<file path="src/shared/tbc_cfg.svh">
// constants for the 16-bit byte-access timer core: offsets, fields, reset values, tops
// assumes it is included by bare name from every file that needs a figure
`ifndef TBC_CFG_SVH
`define TBC_CFG_SVH
// register offsets on the 4-bit address port
`define TBC_A_CNT_LO 4'h0
`define TBC_A_CNT_HI 4'h1
`define TBC_A_MA_LO 4'h2
`define TBC_A_MA_HI 4'h3
`define TBC_A_MB_LO 4'h4
`define TBC_A_MB_HI 4'h5
`define TBC_A_SNAP_LO 4'h6
`define TBC_A_SNAP_HI 4'h7
`define TBC_A_CTL1 4'h8
`define TBC_A_CTL2 4'h9
`define TBC_A_FLAGS 4'ha
// field positions
`define TBC_CTL1_WM_LO 1:0
`define TBC_CTL2_WM_HI 4:3
`define TBC_CTL2_CS 2:0
`define TBC_FLAG_WRAP 0
// reset values
`define TBC_RST_BYTE 8'h00
`define TBC_RST_WORD 16'h0000
`define TBC_RST_MODE 4'h0
`define TBC_RST_SEL 3'h0
// counter figures
`define TBC_BOTTOM 16'h0000
`define TBC_MAX 16'hffff
`define TBC_STEP 16'h0001
`define TBC_TOP_8 16'h00ff
`define TBC_TOP_9 16'h01ff
`define TBC_TOP_10 16'h03ff
// tick source codes
`define TBC_CS_NONE 3'h0
`define TBC_CS_DIV1 3'h1
`define TBC_CS_DIV8 3'h2
`define TBC_CS_DIV64 3'h3
`define TBC_CS_DIV256 3'h4
`define TBC_CS_DIV1024 3'h5
`define TBC_CS_EXT_FALL 3'h6
`define TBC_CS_EXT_RISE 3'h7
// prescaler width and the all-ones masks of its four taps
`define TBC_PRESCALE_W 10
`define TBC_TAP_MASKS {10'h3ff, 10'h0ff, 10'h03f, 10'h007}
`define TBC_TAPS 4
`endif

</file>
<file path="src/shared/tbc_pkg.sv">
// types of the 16-bit byte-access timer core
// assumes nothing beyond a SystemVerilog compiler; nothing here is imported
package tbc_pkg;
  typedef logic [7:0] tbc_byte_t; // one bus byte
  typedef logic [15:0] tbc_word_t; // one timer word
  typedef logic [3:0] tbc_mode_t; // wave mode select code
  typedef logic [2:0] tbc_sel_t; // tick source select code
  // count direction, one-hot
  typedef enum logic [1:0] {
    tbc_dir_up = 2'b01,
    tbc_dir_down = 2'b10
  } tbc_dir_t;
endpackage : tbc_pkg

</file>
<file path="src/shared/tbc_tick_if.sv">
// carrier between the timer core and its tick source block
// assumes both ends run on ref_clk
`timescale 1ns/100ps
interface tbc_tick_if;
  tbc_pkg::tbc_sel_t sel; // chosen tick source
  logic tick; // one-cycle timer tick
  modport ctrl (output sel, input tick);
  modport src (input sel, output tick);
endinterface : tbc_tick_if

</file>
<file path="src/core/tbc_tick_select.sv">
// tick source of the timer: prescaler taps and a synchronised external pin
// assumes ext_pin is asynchronous to ref_clk and rst is asynchronous active high
`timescale 1ns/100ps
`include "tbc_cfg.svh"
module tbc_tick_select #(
  parameter int PRESCALE_W = `TBC_PRESCALE_W
) (
  input wire logic ref_clk,
  input wire logic rst,
  input wire logic ext_pin,
  tbc_tick_if.src tk
);
  // the taps need the full divide-by-1024 range
  if (PRESCALE_W < `TBC_PRESCALE_W) begin : g_chk
    $error("tbc_tick_select: PRESCALE_W too small");
  end

  localparam logic [`TBC_TAPS*`TBC_PRESCALE_W-1:0] TAP_MASKS = `TBC_TAP_MASKS;

  logic [PRESCALE_W-1:0] pre_ff; // free-running prescaler
  logic sync1_ff; // first synchroniser stage, read only by sync2_ff
  logic sync2_ff; // second synchroniser stage
  logic last_ff; // previous synchronised level, for edge detect
  logic tick_ff; // registered tick
  logic [`TBC_TAPS-1:0] tap_hit; // one bit per divider tap
  logic rise; // external rising edge
  logic fall; // external falling edge
  logic nxt_tick;

  // one tap per divider: hit once every 2^k cycles when the low bits are all ones
  for (genvar i = 0; i < `TBC_TAPS; i++) begin : g_tap
    assign tap_hit[i] =
      (pre_ff[`TBC_PRESCALE_W-1:0] & TAP_MASKS[i*`TBC_PRESCALE_W +: `TBC_PRESCALE_W])
      == TAP_MASKS[i*`TBC_PRESCALE_W +: `TBC_PRESCALE_W];
  end

  assign rise = sync2_ff & ~last_ff;
  assign fall = ~sync2_ff & last_ff;

  // selection of the tick; code zero gives none at all
  assign nxt_tick = (tk.sel == `TBC_CS_DIV1) ? 1'b1 :
                    (tk.sel == `TBC_CS_DIV8) ? tap_hit[0] :
                    (tk.sel == `TBC_CS_DIV64) ? tap_hit[1] :
                    (tk.sel == `TBC_CS_DIV256) ? tap_hit[2] :
                    (tk.sel == `TBC_CS_DIV1024) ? tap_hit[3] :
                    (tk.sel == `TBC_CS_EXT_FALL) ? fall :
                    (tk.sel == `TBC_CS_EXT_RISE) ? rise :
                    1'b0;

  // prescaler, synchroniser and tick register
  always_ff @(posedge ref_clk or posedge rst) begin
    if (rst) begin
      pre_ff <= '0;
      sync1_ff <= 1'b0;
      sync2_ff <= 1'b0;
      last_ff <= 1'b0;
      tick_ff <= 1'b0;
    end else begin
      pre_ff <= pre_ff + {{(PRESCALE_W-1){1'b0}}, 1'b1};
      sync1_ff <= ext_pin;
      sync2_ff <= sync1_ff;
      last_ff <= sync2_ff;
      tick_ff <= nxt_tick;
    end
  end

  assign tk.tick = tick_ff;
endmodule : tbc_tick_select

</file>
<file path="src/core/tbc_timer16.sv">
// counter core of a 16-bit timer reached over an 8-bit register port
// assumes one clock ref_clk, asynchronous active-high rst, and a bus master that
// keeps strobes one cycle long, never both at once, and takes read data a cycle later
`timescale 1ns/100ps
`include "tbc_cfg.svh"
module tbc_timer16 #(
  parameter int PRESCALE_W = `TBC_PRESCALE_W
) (
  input wire logic ref_clk, // system clock, 40 MHz
  input wire logic rst, // asynchronous reset, active high
  input wire logic [3:0] bus_addr, // register offset
  input wire logic [7:0] bus_wdata, // write byte
  input wire logic bus_wr, // write strobe
  input wire logic bus_rd, // read strobe
  output logic [7:0] bus_rdata, // read byte, valid the cycle after bus_rd
  input wire logic ext_tick_pin, // external tick source, asynchronous
  output logic [15:0] count_value, // current count
  output logic at_top, // count equals the top of the sequence
  output logic at_bottom, // count equals zero
  output logic wrap_flag // sticky wrap flag, usable as interrupt request
);

  // stored state
  tbc_pkg::tbc_byte_t stage_ff; // shared staging byte for split accesses
  tbc_pkg::tbc_word_t count_ff; // the counter
  tbc_pkg::tbc_word_t match_a_ff; // match value A
  tbc_pkg::tbc_word_t match_b_ff; // match value B
  tbc_pkg::tbc_word_t snap_ff; // snapshot value, doubles as a top
  tbc_pkg::tbc_mode_t wave_mode_ff; // wave mode select, both halves
  tbc_pkg::tbc_sel_t sel_ff; // tick source select
  tbc_pkg::tbc_dir_t dir_ff; // count direction in dual-slope modes
  logic wrap_ff; // wrap flag
  tbc_pkg::tbc_byte_t rdata_ff; // registered read data

  // next values
  tbc_pkg::tbc_byte_t nxt_stage;
  tbc_pkg::tbc_word_t nxt_count;
  tbc_pkg::tbc_word_t nxt_match_a;
  tbc_pkg::tbc_word_t nxt_match_b;
  tbc_pkg::tbc_word_t nxt_snap;
  tbc_pkg::tbc_mode_t nxt_wave_mode;
  tbc_pkg::tbc_sel_t nxt_sel;
  tbc_pkg::tbc_dir_t nxt_dir;
  logic nxt_wrap;
  tbc_pkg::tbc_byte_t nxt_rdata;

  // tick source block, reached through the carrier interface
  tbc_tick_if tick_bus ();
  logic tick; // one-cycle timer tick

  assign tick_bus.sel = sel_ff;
  assign tick = tick_bus.tick;

  tbc_tick_select #(
    .PRESCALE_W (PRESCALE_W)
  ) u_tick (
    .ref_clk (ref_clk),
    .rst (rst),
    .ext_pin (ext_tick_pin),
    .tk (tick_bus.src)
  );

  // address decode
  logic sel_cnt_lo;
  logic sel_cnt_hi;
  logic sel_ma_lo;
  logic sel_ma_hi;
  logic sel_mb_lo;
  logic sel_mb_hi;
  logic sel_snap_lo;
  logic sel_snap_hi;
  logic sel_ctl1;
  logic sel_ctl2;
  logic sel_flags;

  assign sel_cnt_lo = bus_addr == `TBC_A_CNT_LO;
  assign sel_cnt_hi = bus_addr == `TBC_A_CNT_HI;
  assign sel_ma_lo = bus_addr == `TBC_A_MA_LO;
  assign sel_ma_hi = bus_addr == `TBC_A_MA_HI;
  assign sel_mb_lo = bus_addr == `TBC_A_MB_LO;
  assign sel_mb_hi = bus_addr == `TBC_A_MB_HI;
  assign sel_snap_lo = bus_addr == `TBC_A_SNAP_LO;
  assign sel_snap_hi = bus_addr == `TBC_A_SNAP_HI;
  assign sel_ctl1 = bus_addr == `TBC_A_CTL1;
  assign sel_ctl2 = bus_addr == `TBC_A_CTL2;
  assign sel_flags = bus_addr == `TBC_A_FLAGS;

  // qualified strobes
  logic wr_cnt_lo;
  logic wr_ma_lo;
  logic wr_mb_lo;
  logic wr_snap_lo;
  logic wr_any_hi; // any upper-byte location written
  logic rd_cnt_lo;
  logic rd_snap_lo;

  assign wr_cnt_lo = bus_wr & sel_cnt_lo;
  assign wr_ma_lo = bus_wr & sel_ma_lo;
  assign wr_mb_lo = bus_wr & sel_mb_lo;
  assign wr_snap_lo = bus_wr & sel_snap_lo;
  // the four upper locations all land in the one staging byte
  assign wr_any_hi = bus_wr & (sel_cnt_hi | sel_ma_hi | sel_mb_hi | sel_snap_hi);
  assign rd_cnt_lo = bus_rd & sel_cnt_lo;
  assign rd_snap_lo = bus_rd & sel_snap_lo;

  // wave mode decode
  logic mode_top_snap; // snapshot defines top
  logic mode_top_ma; // match A defines top
  logic mode_top_8; // fixed 8-bit top
  logic mode_top_9; // fixed 9-bit top
  logic mode_top_10; // fixed 10-bit top
  logic mode_dual; // up-down sequence
  logic mode_ctc; // clear at top, wrap flag at maximum
  tbc_pkg::tbc_word_t top_value; // highest value of the sequence

  assign mode_top_snap = (wave_mode_ff == 4'h8) | (wave_mode_ff == 4'ha) |
                         (wave_mode_ff == 4'hc) | (wave_mode_ff == 4'he);
  assign mode_top_ma = (wave_mode_ff == 4'h4) | (wave_mode_ff == 4'h9) |
                       (wave_mode_ff == 4'hb) | (wave_mode_ff == 4'hf);
  assign mode_top_8 = (wave_mode_ff == 4'h1) | (wave_mode_ff == 4'h5);
  assign mode_top_9 = (wave_mode_ff == 4'h2) | (wave_mode_ff == 4'h6);
  assign mode_top_10 = (wave_mode_ff == 4'h3) | (wave_mode_ff == 4'h7);
  assign mode_dual = (wave_mode_ff == 4'h1) | (wave_mode_ff == 4'h2) |
                     (wave_mode_ff == 4'h3) | (wave_mode_ff == 4'h8) |
                     (wave_mode_ff == 4'h9) | (wave_mode_ff == 4'ha) |
                     (wave_mode_ff == 4'hb);
  assign mode_ctc = (wave_mode_ff == 4'h4) | (wave_mode_ff == 4'hc);

  // normal mode and the unused code fall through to the full 16-bit range
  assign top_value = mode_top_snap ? snap_ff :
                     mode_top_ma ? match_a_ff :
                     mode_top_8 ? `TBC_TOP_8 :
                     mode_top_9 ? `TBC_TOP_9 :
                     mode_top_10 ? `TBC_TOP_10 :
                     `TBC_MAX;

  // count sequence
  logic cnt_is_top;
  logic cnt_is_bottom;
  logic cnt_is_max;
  logic turn_down; // dual slope reaching top while rising
  logic turn_up; // dual slope reaching bottom while falling
  tbc_pkg::tbc_word_t cnt_inc;
  tbc_pkg::tbc_word_t cnt_dec;
  tbc_pkg::tbc_word_t cnt_single; // next count in single-slope modes
  tbc_pkg::tbc_word_t cnt_dual; // next count in dual-slope modes
  tbc_pkg::tbc_word_t cnt_ticked; // next count when a tick arrives

  assign cnt_is_top = count_ff == top_value;
  assign cnt_is_bottom = count_ff == `TBC_BOTTOM;
  assign cnt_is_max = count_ff == `TBC_MAX;
  assign cnt_inc = count_ff + `TBC_STEP;
  assign cnt_dec = count_ff - `TBC_STEP;
  // a top lowered below the count turns it down at the next tick, never letting it run past
  assign turn_down = (dir_ff == tbc_pkg::tbc_dir_up) & (count_ff >= top_value);
  assign turn_up = (dir_ff == tbc_pkg::tbc_dir_down) & cnt_is_bottom;

  // single slope clears at top; with top at maximum the increment wraps to zero anyway
  assign cnt_single = cnt_is_top ? `TBC_BOTTOM : cnt_inc;
  assign cnt_dual = turn_down ? cnt_dec :
                    turn_up ? cnt_inc :
                    (dir_ff == tbc_pkg::tbc_dir_up) ? cnt_inc : cnt_dec;
  assign cnt_ticked = mode_dual ? cnt_dual : cnt_single;

  // wrap event: bottom turn in dual slope, maximum in clear-on-match, top otherwise
  logic wrap_evt;

  assign wrap_evt = tick & (mode_dual ? turn_up :
                            mode_ctc ? cnt_is_max : cnt_is_top);

  // counter next value; a software write outranks the tick in the same cycle
  assign nxt_count = wr_cnt_lo ? {stage_ff, bus_wdata} :
                     tick ? cnt_ticked :
                     count_ff;

  // direction only moves on ticks of dual-slope modes; single slope parks it up
  assign nxt_dir = ~mode_dual ? tbc_pkg::tbc_dir_up :
                   (tick & ~wr_cnt_lo & turn_down) ? tbc_pkg::tbc_dir_down :
                   (tick & ~wr_cnt_lo & turn_up) ? tbc_pkg::tbc_dir_up :
                   dir_ff;

  // staging byte: upper writes fill it, low reads of counter and snapshot refill it;
  // match reads leave it alone so a pending split write is not disturbed
  assign nxt_stage = wr_any_hi ? bus_wdata :
                     rd_cnt_lo ? count_ff[15:8] :
                     rd_snap_lo ? snap_ff[15:8] :
                     stage_ff;

  // word registers take the staging byte as upper half on each low write
  assign nxt_match_a = wr_ma_lo ? {stage_ff, bus_wdata} : match_a_ff;
  assign nxt_match_b = wr_mb_lo ? {stage_ff, bus_wdata} : match_b_ff;
  // snapshot writes are dropped unless the mode uses it as top
  assign nxt_snap = (wr_snap_lo & mode_top_snap) ? {stage_ff, bus_wdata} : snap_ff;

  // control registers; the wave mode halves sit in the two control bytes
  assign nxt_wave_mode = {(bus_wr & sel_ctl2) ? bus_wdata[`TBC_CTL2_WM_HI]
                                              : wave_mode_ff[3:2],
                          (bus_wr & sel_ctl1) ? bus_wdata[`TBC_CTL1_WM_LO]
                                              : wave_mode_ff[1:0]};
  assign nxt_sel = (bus_wr & sel_ctl2) ? bus_wdata[`TBC_CTL2_CS] : sel_ff;

  // wrap flag: writing one clears it, but a new event in the same cycle wins
  logic wrap_clr;

  assign wrap_clr = bus_wr & sel_flags & bus_wdata[`TBC_FLAG_WRAP];
  assign nxt_wrap = wrap_evt | (wrap_ff & ~wrap_clr);

  // read multiplexer; upper counter and snapshot bytes come from staging
  tbc_pkg::tbc_byte_t rd_mux;
  tbc_pkg::tbc_byte_t ctl1_view;
  tbc_pkg::tbc_byte_t ctl2_view;
  tbc_pkg::tbc_byte_t flags_view;

  assign ctl1_view = {6'h00, wave_mode_ff[1:0]};
  assign ctl2_view = {3'h0, wave_mode_ff[3:2], sel_ff};
  assign flags_view = {7'h00, wrap_ff};
  assign rd_mux = sel_cnt_lo ? count_ff[7:0] :
                  sel_cnt_hi ? stage_ff :
                  sel_ma_lo ? match_a_ff[7:0] :
                  sel_ma_hi ? match_a_ff[15:8] :
                  sel_mb_lo ? match_b_ff[7:0] :
                  sel_mb_hi ? match_b_ff[15:8] :
                  sel_snap_lo ? snap_ff[7:0] :
                  sel_snap_hi ? stage_ff :
                  sel_ctl1 ? ctl1_view :
                  sel_ctl2 ? ctl2_view :
                  sel_flags ? flags_view :
                  `TBC_RST_BYTE; // unmapped offsets read zero
  // read data stands only in the cycle after the strobe, zero otherwise
  assign nxt_rdata = bus_rd ? rd_mux : `TBC_RST_BYTE;

  // staging byte and counter; reset leaves the timer stopped at zero
  always_ff @(posedge ref_clk or posedge rst) begin
    if (rst) begin
      stage_ff <= `TBC_RST_BYTE;
      count_ff <= `TBC_RST_WORD;
      dir_ff <= tbc_pkg::tbc_dir_up;
    end else begin
      stage_ff <= nxt_stage;
      count_ff <= nxt_count;
      dir_ff <= nxt_dir;
    end
  end

  // word registers behind the staging byte
  always_ff @(posedge ref_clk or posedge rst) begin
    if (rst) begin
      match_a_ff <= `TBC_RST_WORD;
      match_b_ff <= `TBC_RST_WORD;
      snap_ff <= `TBC_RST_WORD;
    end else begin
      match_a_ff <= nxt_match_a;
      match_b_ff <= nxt_match_b;
      snap_ff <= nxt_snap;
    end
  end

  // control, flag and read data
  always_ff @(posedge ref_clk or posedge rst) begin
    if (rst) begin
      wave_mode_ff <= `TBC_RST_MODE;
      sel_ff <= `TBC_RST_SEL;
      wrap_ff <= 1'b0;
      rdata_ff <= `TBC_RST_BYTE;
    end else begin
      wave_mode_ff <= nxt_wave_mode;
      sel_ff <= nxt_sel;
      wrap_ff <= nxt_wrap;
      rdata_ff <= nxt_rdata;
    end
  end

  // outputs; the indications are decoded from the registered count
  assign bus_rdata = rdata_ff;
  assign count_value = count_ff;
  assign at_top = cnt_is_top;
  assign at_bottom = cnt_is_bottom;
  assign wrap_flag = wrap_ff;

endmodule : tbc_timer16

</file>
<file path="config.mk">
export PLATFORM = sky130hd
export DESIGN_NAME = tbc_timer16
export DESIGN_NICKNAME = d
export VERILOG_FILES = /design/src/shared/tbc_pkg.sv /design/src/shared/tbc_tick_if.sv /design/src/core/tbc_tick_select.sv /design/src/core/tbc_timer16.sv
export VERILOG_INCLUDE_DIRS = /design/src /design/src/shared
export SDC_FILE = /design/constraint.sdc
export NUM_CORES = 1
export LEC_CHECK = 0
export BUFFER_PORTS_ARGS = -buffer_cell sky130_fd_sc_hd__buf_2
export CAP_MARGIN = 20
export CORE_MARGIN = 2
export CORE_UTILIZATION = 25
export DETAILED_ROUTE_END_ITERATION = 7
export PLACE_DENSITY = 0.49
export SKIP_CTS_REPAIR_TIMING = 1
export SLEW_MARGIN = 20
export SYNTH_ARGS = -nofsm -noshare
export SYNTH_HDL_FRONTEND = slang
export SYNTH_SLANG_ARGS = --single-unit
</file>
<file path="constraint.sdc">
create_clock -name ref_clk -period 6.6 [get_ports ref_clk]
set_input_delay 0.66 -clock ref_clk [delete_from_list [all_inputs] [get_ports ref_clk]]
set_output_delay 0.66 -clock ref_clk [all_outputs]
set_load 0.05 [all_outputs]
</file>
==> results.ini <==
[sta]
timing.clock.skew_ns = 0.01189
highest_clock_frequency_the_design_can_meet_mhz = 228.8
timing.max_slew.rel_slack_pct = 34.73
slew_violations = 0
grt_setup_unrepaired = false
tightestPinTransition_ns = 0.9790
finalHoldViolations = 0
hold_ws_ns = 0.2982
final_clock_period_utilization_by_the_worst_path_pct = 66.23
period_minus_slack_ns = 4.371
setup_violation_total_in_the_final_timing_report = 0
finalSetupTns_ns = 0

[routing]
wl_met3_um = 1461
detail_route.wirelength_um = 22350
wirelength_met1_um = 10530
viasPerCell = 5.363
routedWlPerCell_um = 21.83
drt_first_iter_violations = 522
post-route-drc-count = 0
ant_nets = 0
detail_route.first_pass.iterations = 5
routed.top_layer = met4
wl_met2_um = 9861
via_count = 5492

[die]
starting_utilization_of_the_core_area_pct = 25.27
fp.coreArea_mm2 = 0.02584
chipWidth_um = 165.6
die-height_um = 165.6
num_rows = 59
number_of_ports_placed_on_the_die_boundary = 44
die_area_mm2 = 0.02742

[yosys]
syn_nets = 706
ys.warnings.count = 0
yosys.area_share.xor_xnor_pct = 1.207
synth.largest_area_cell = sky130_fd_sc_hd__dfrtp_1
synth.yosys.seq_area_share_pct = 39.88
synth_top_family_by_area = simple AND/OR/NAND/NOR gates
syn-cell-area_mm2 = 0.006529
post_synth_main_area_contributors = sky130_fd_sc_hd__dfrtp_1, sky130_fd_sc_hd__mux2_2, sky130_fd_sc_hd__mux2i_1
edff_count_synth = 0
synth_seq_cells = 104
synth.mux.area_fraction_pct = 15.62
avgSynthCellArea_um2 = 9.774
synth_compound_area_share_pct = 17.63
yosys_most_used_dff = sky130_fd_sc_hd__dfrtp_1
postSynthCellCount = 668
synth-adder-area-share_pct = 4.025
synth_simple_gate_area_share_pct = 18.00
synth.top_cell.area_share_pct = 39.48
netlist-cell-type-count = 69
asyncSetResetFlopFracSynth_pct = 100.0

[global_route]
grt_start_max_net_pins = 73
total_track_usage_pct = 16.21
antenna_found_initial = 0
first_global_vias = 5363
grt_pass1_wl_um = 34240
grt-ovfl-total = 0

[clocking]
cts_htree_levels = 3
insertion_delay_ns = 0.37
cts_made_buffers = 9
cts-root-buf = sky130_fd_sc_hd__clkbuf_16
cts_buffer_depth = 2
path_clk_slew_ns = 0.08
cts_tree = built
num_clock_sinks = 104

[place]
gp_congestion = 0.8638
detailedPlacementHpwl_um = 15540
numPortBuffers = 43
dpl-instance-area_mm2 = 0.007022

[flow_run]
max_cap_viol_count = 0

[critical_path]
cp.required_ns = 5.94
cpMaxStageDelayCell = sky130_fd_sc_hd__a21oi_1
crit_path_cell_trace = nor2b_1 -> nor2_1 -> a21oi_1 -> o22ai_1 -> ha_1 -> nand4_1 -> nor4_2 -> buf_2
r2r_start = wave_mode_ff[2]$_DFFE_PP0P_
cp_max_fo = 10
critPathBufInv = 1
worst_path_dominant_cell_family = simple AND/OR/NAND/NOR gates
critPathArrivalTime_ns = 3.71
critPathMaxStageDelay_ns = 0.61
worst-setup-path-type = reg -> out
critical_path.startpoint = wave_mode_ff[2]$_DFFE_PP0P_
critical_path.endpoint_type = output pin
critPathLaunchType = flip-flop

[pwr]
clkPwrFrac_pct = 22.3
p_per_area_mw_per_mm2 = 381.5
sw_share_pct = 44.38
p_comb_share_pct = 39.4
leakagePower_nw = 3.139
netSwitchingPower_mw = 1.246
power.sequential.fraction_pct = 38.3
vdd_ir_drop_max_v = 0.0001849
power.internal_mw = 1.561

[final_layout]
final_core_util_pct = 28.48
num_antenna_cells = 0
layout-drive-gt1-share_pct = 21.63
flow.area_growth_from_synthesis_pct = 12.71
net_total_in_the_final_layout = 722
stdcell_area_mm2 = 0.007358

[run_status]
run_status = finished, final reports clean

[worst_hold_path]
hp-class = in -> async

## path summary, 6_finish.rpt
kind,endpoint,slack [ns],depth (start not counted)
hold / removal,u_tick.sync1_ff$_DFF_PP0_,0.30,2
setup reg to reg,count_value[9]$_DFFE_PP0P_,2.42,12
hold reg to reg,u_tick.sync2_ff$_DFF_PP0_,0.35,0
max in group asynchronous,stage_ff[0]$_DFFE_PP0P_,4.95,3
setup / recovery,at_top,2.23,8
min in group ref_clk,u_tick.sync2_ff$_DFF_PP0_,0.35,0
## per-layer routing
metal | GRT usage [%] | vias to the layer above
li1 | - | 2513
met1 | 23.66 | 2749
met2 | 24.19 | 201
met3 | 3.202 | 29
met4 | 4.839 | 0
met5 | 0 | -
## worst register-to-register path: stages (launching register included)
cell and delay (ns):
sky130_fd_sc_hd__dfrtp_1 0.52, sky130_fd_sc_hd__nor2b_1 0.50, sky130_fd_sc_hd__nor2_1 0.08, sky130_fd_sc_hd__a21oi_1 0.61, sky130_fd_sc_hd__o22ai_1 0.24, sky130_fd_sc_hd__ha_1 0.36
sky130_fd_sc_hd__nand4_1 0.16, sky130_fd_sc_hd__nor4_2 0.50, sky130_fd_sc_hd__and2_1 0.45, sky130_fd_sc_hd__nor2_1 0.20, sky130_fd_sc_hd__nand2_1 0.12, sky130_fd_sc_hd__mux2i_1 0.08
sky130_fd_sc_hd__a221o_1 0.26
## area by class of cell
type,count,area (µm²)
multi-input cells,509,3687
clock buffers,10,239.0
fillers,2775,18480
clock inverters,6,97.59
flip-flops and latches,104,2604
inverters,11,43.79
well taps,335,419.2
repair buffers,49,267.8
## cells by family after synthesis
logic type / count (synthesis)
flops: 104
simple gates: 219
fa+ha+maj: 21
mux: 92
xor+xnor: 9
buf+inv: 55
compound gates: 168
## cells in the mapped netlist, types with 11 or more instances
cell / n
sky130_fd_sc_hd__nor3_1: 15
sky130_fd_sc_hd__nand2_1: 51
sky130_fd_sc_hd__inv_1: 11
sky130_fd_sc_hd__nand3_1: 23
sky130_fd_sc_hd__ha_1: 21
sky130_fd_sc_hd__a22oi_1: 15
sky130_fd_sc_hd__mux2i_1: 31
sky130_fd_sc_hd__dfrtp_1: 103
sky130_fd_sc_hd__nand2b_1: 15
sky130_fd_sc_hd__clkbuf_1: 27
sky130_fd_sc_hd__o22ai_1: 14
sky130_fd_sc_hd__nor2_1: 46
sky130_fd_sc_hd__and3_1: 11
sky130_fd_sc_hd__o21ai_0: 34
sky130_fd_sc_hd__a21oi_1: 40
sky130_fd_sc_hd__buf_2: 13
sky130_fd_sc_hd__or3_1: 13
sky130_fd_sc_hd__mux2_2: 58
## power groups by stage
stage                     Combinational, mW  Sequential (mW)  Clock [mW]
after floorplan                       0.795             1.04           0
after global placement                 1.10             1.08           0
after detailed placement               1.10             1.08           0
after CTS                              1.10             1.07       0.640
after global routing                   1.20             1.10       0.666
final                                  1.11             1.08       0.627
## per-stage QoR
step,power [mW],setup slack [ns],std cells
final,2.807,2.229,1024
after detailed placement,2.184,2.426,1008
after global placement,2.178,2.534,1007
after CTS,2.815,2.273,1024
after global routing,2.965,2.033,1024
after floorplan,1.840,2.519,668
## state kept, by name, indices dropped and copies added (netlist names), 4 cells and up
register and count:
bus_rdata 8, snap_ff 16, wave_mode_ff 4, count_value 16, u_tick.pre_ff 10, match_b_ff 16
stage_ff 8, match_a_ff 16
## placed cells by master, fill, tap and decap left out, types with 7 or more instances in the layout
master                      count
sky130_fd_sc_hd__o21ai_0       34
sky130_fd_sc_hd__nor3_1        15
sky130_fd_sc_hd__buf_2         43
sky130_fd_sc_hd__mux2i_1       31
sky130_fd_sc_hd__nor2_1        46
sky130_fd_sc_hd__nand3_1       23
sky130_fd_sc_hd__a21oi_1       40
sky130_fd_sc_hd__mux2_2        58
sky130_fd_sc_hd__dfrtp_1      103
sky130_fd_sc_hd__nand2b_1      15
sky130_fd_sc_hd__inv_1         10
sky130_fd_sc_hd__a22oi_1       15
sky130_fd_sc_hd__ha_1          21
sky130_fd_sc_hd__or3_1         13
sky130_fd_sc_hd__o22ai_1       14
sky130_fd_sc_hd__a31oi_1        8
sky130_fd_sc_hd__clkbuf_16      9
sky130_fd_sc_hd__nand2_1       51
sky130_fd_sc_hd__and3_1        11
sky130_fd_sc_hd__nand4_1        7
sky130_fd_sc_hd__nor2b_1        9
Power figures use the tool's default switching activity.
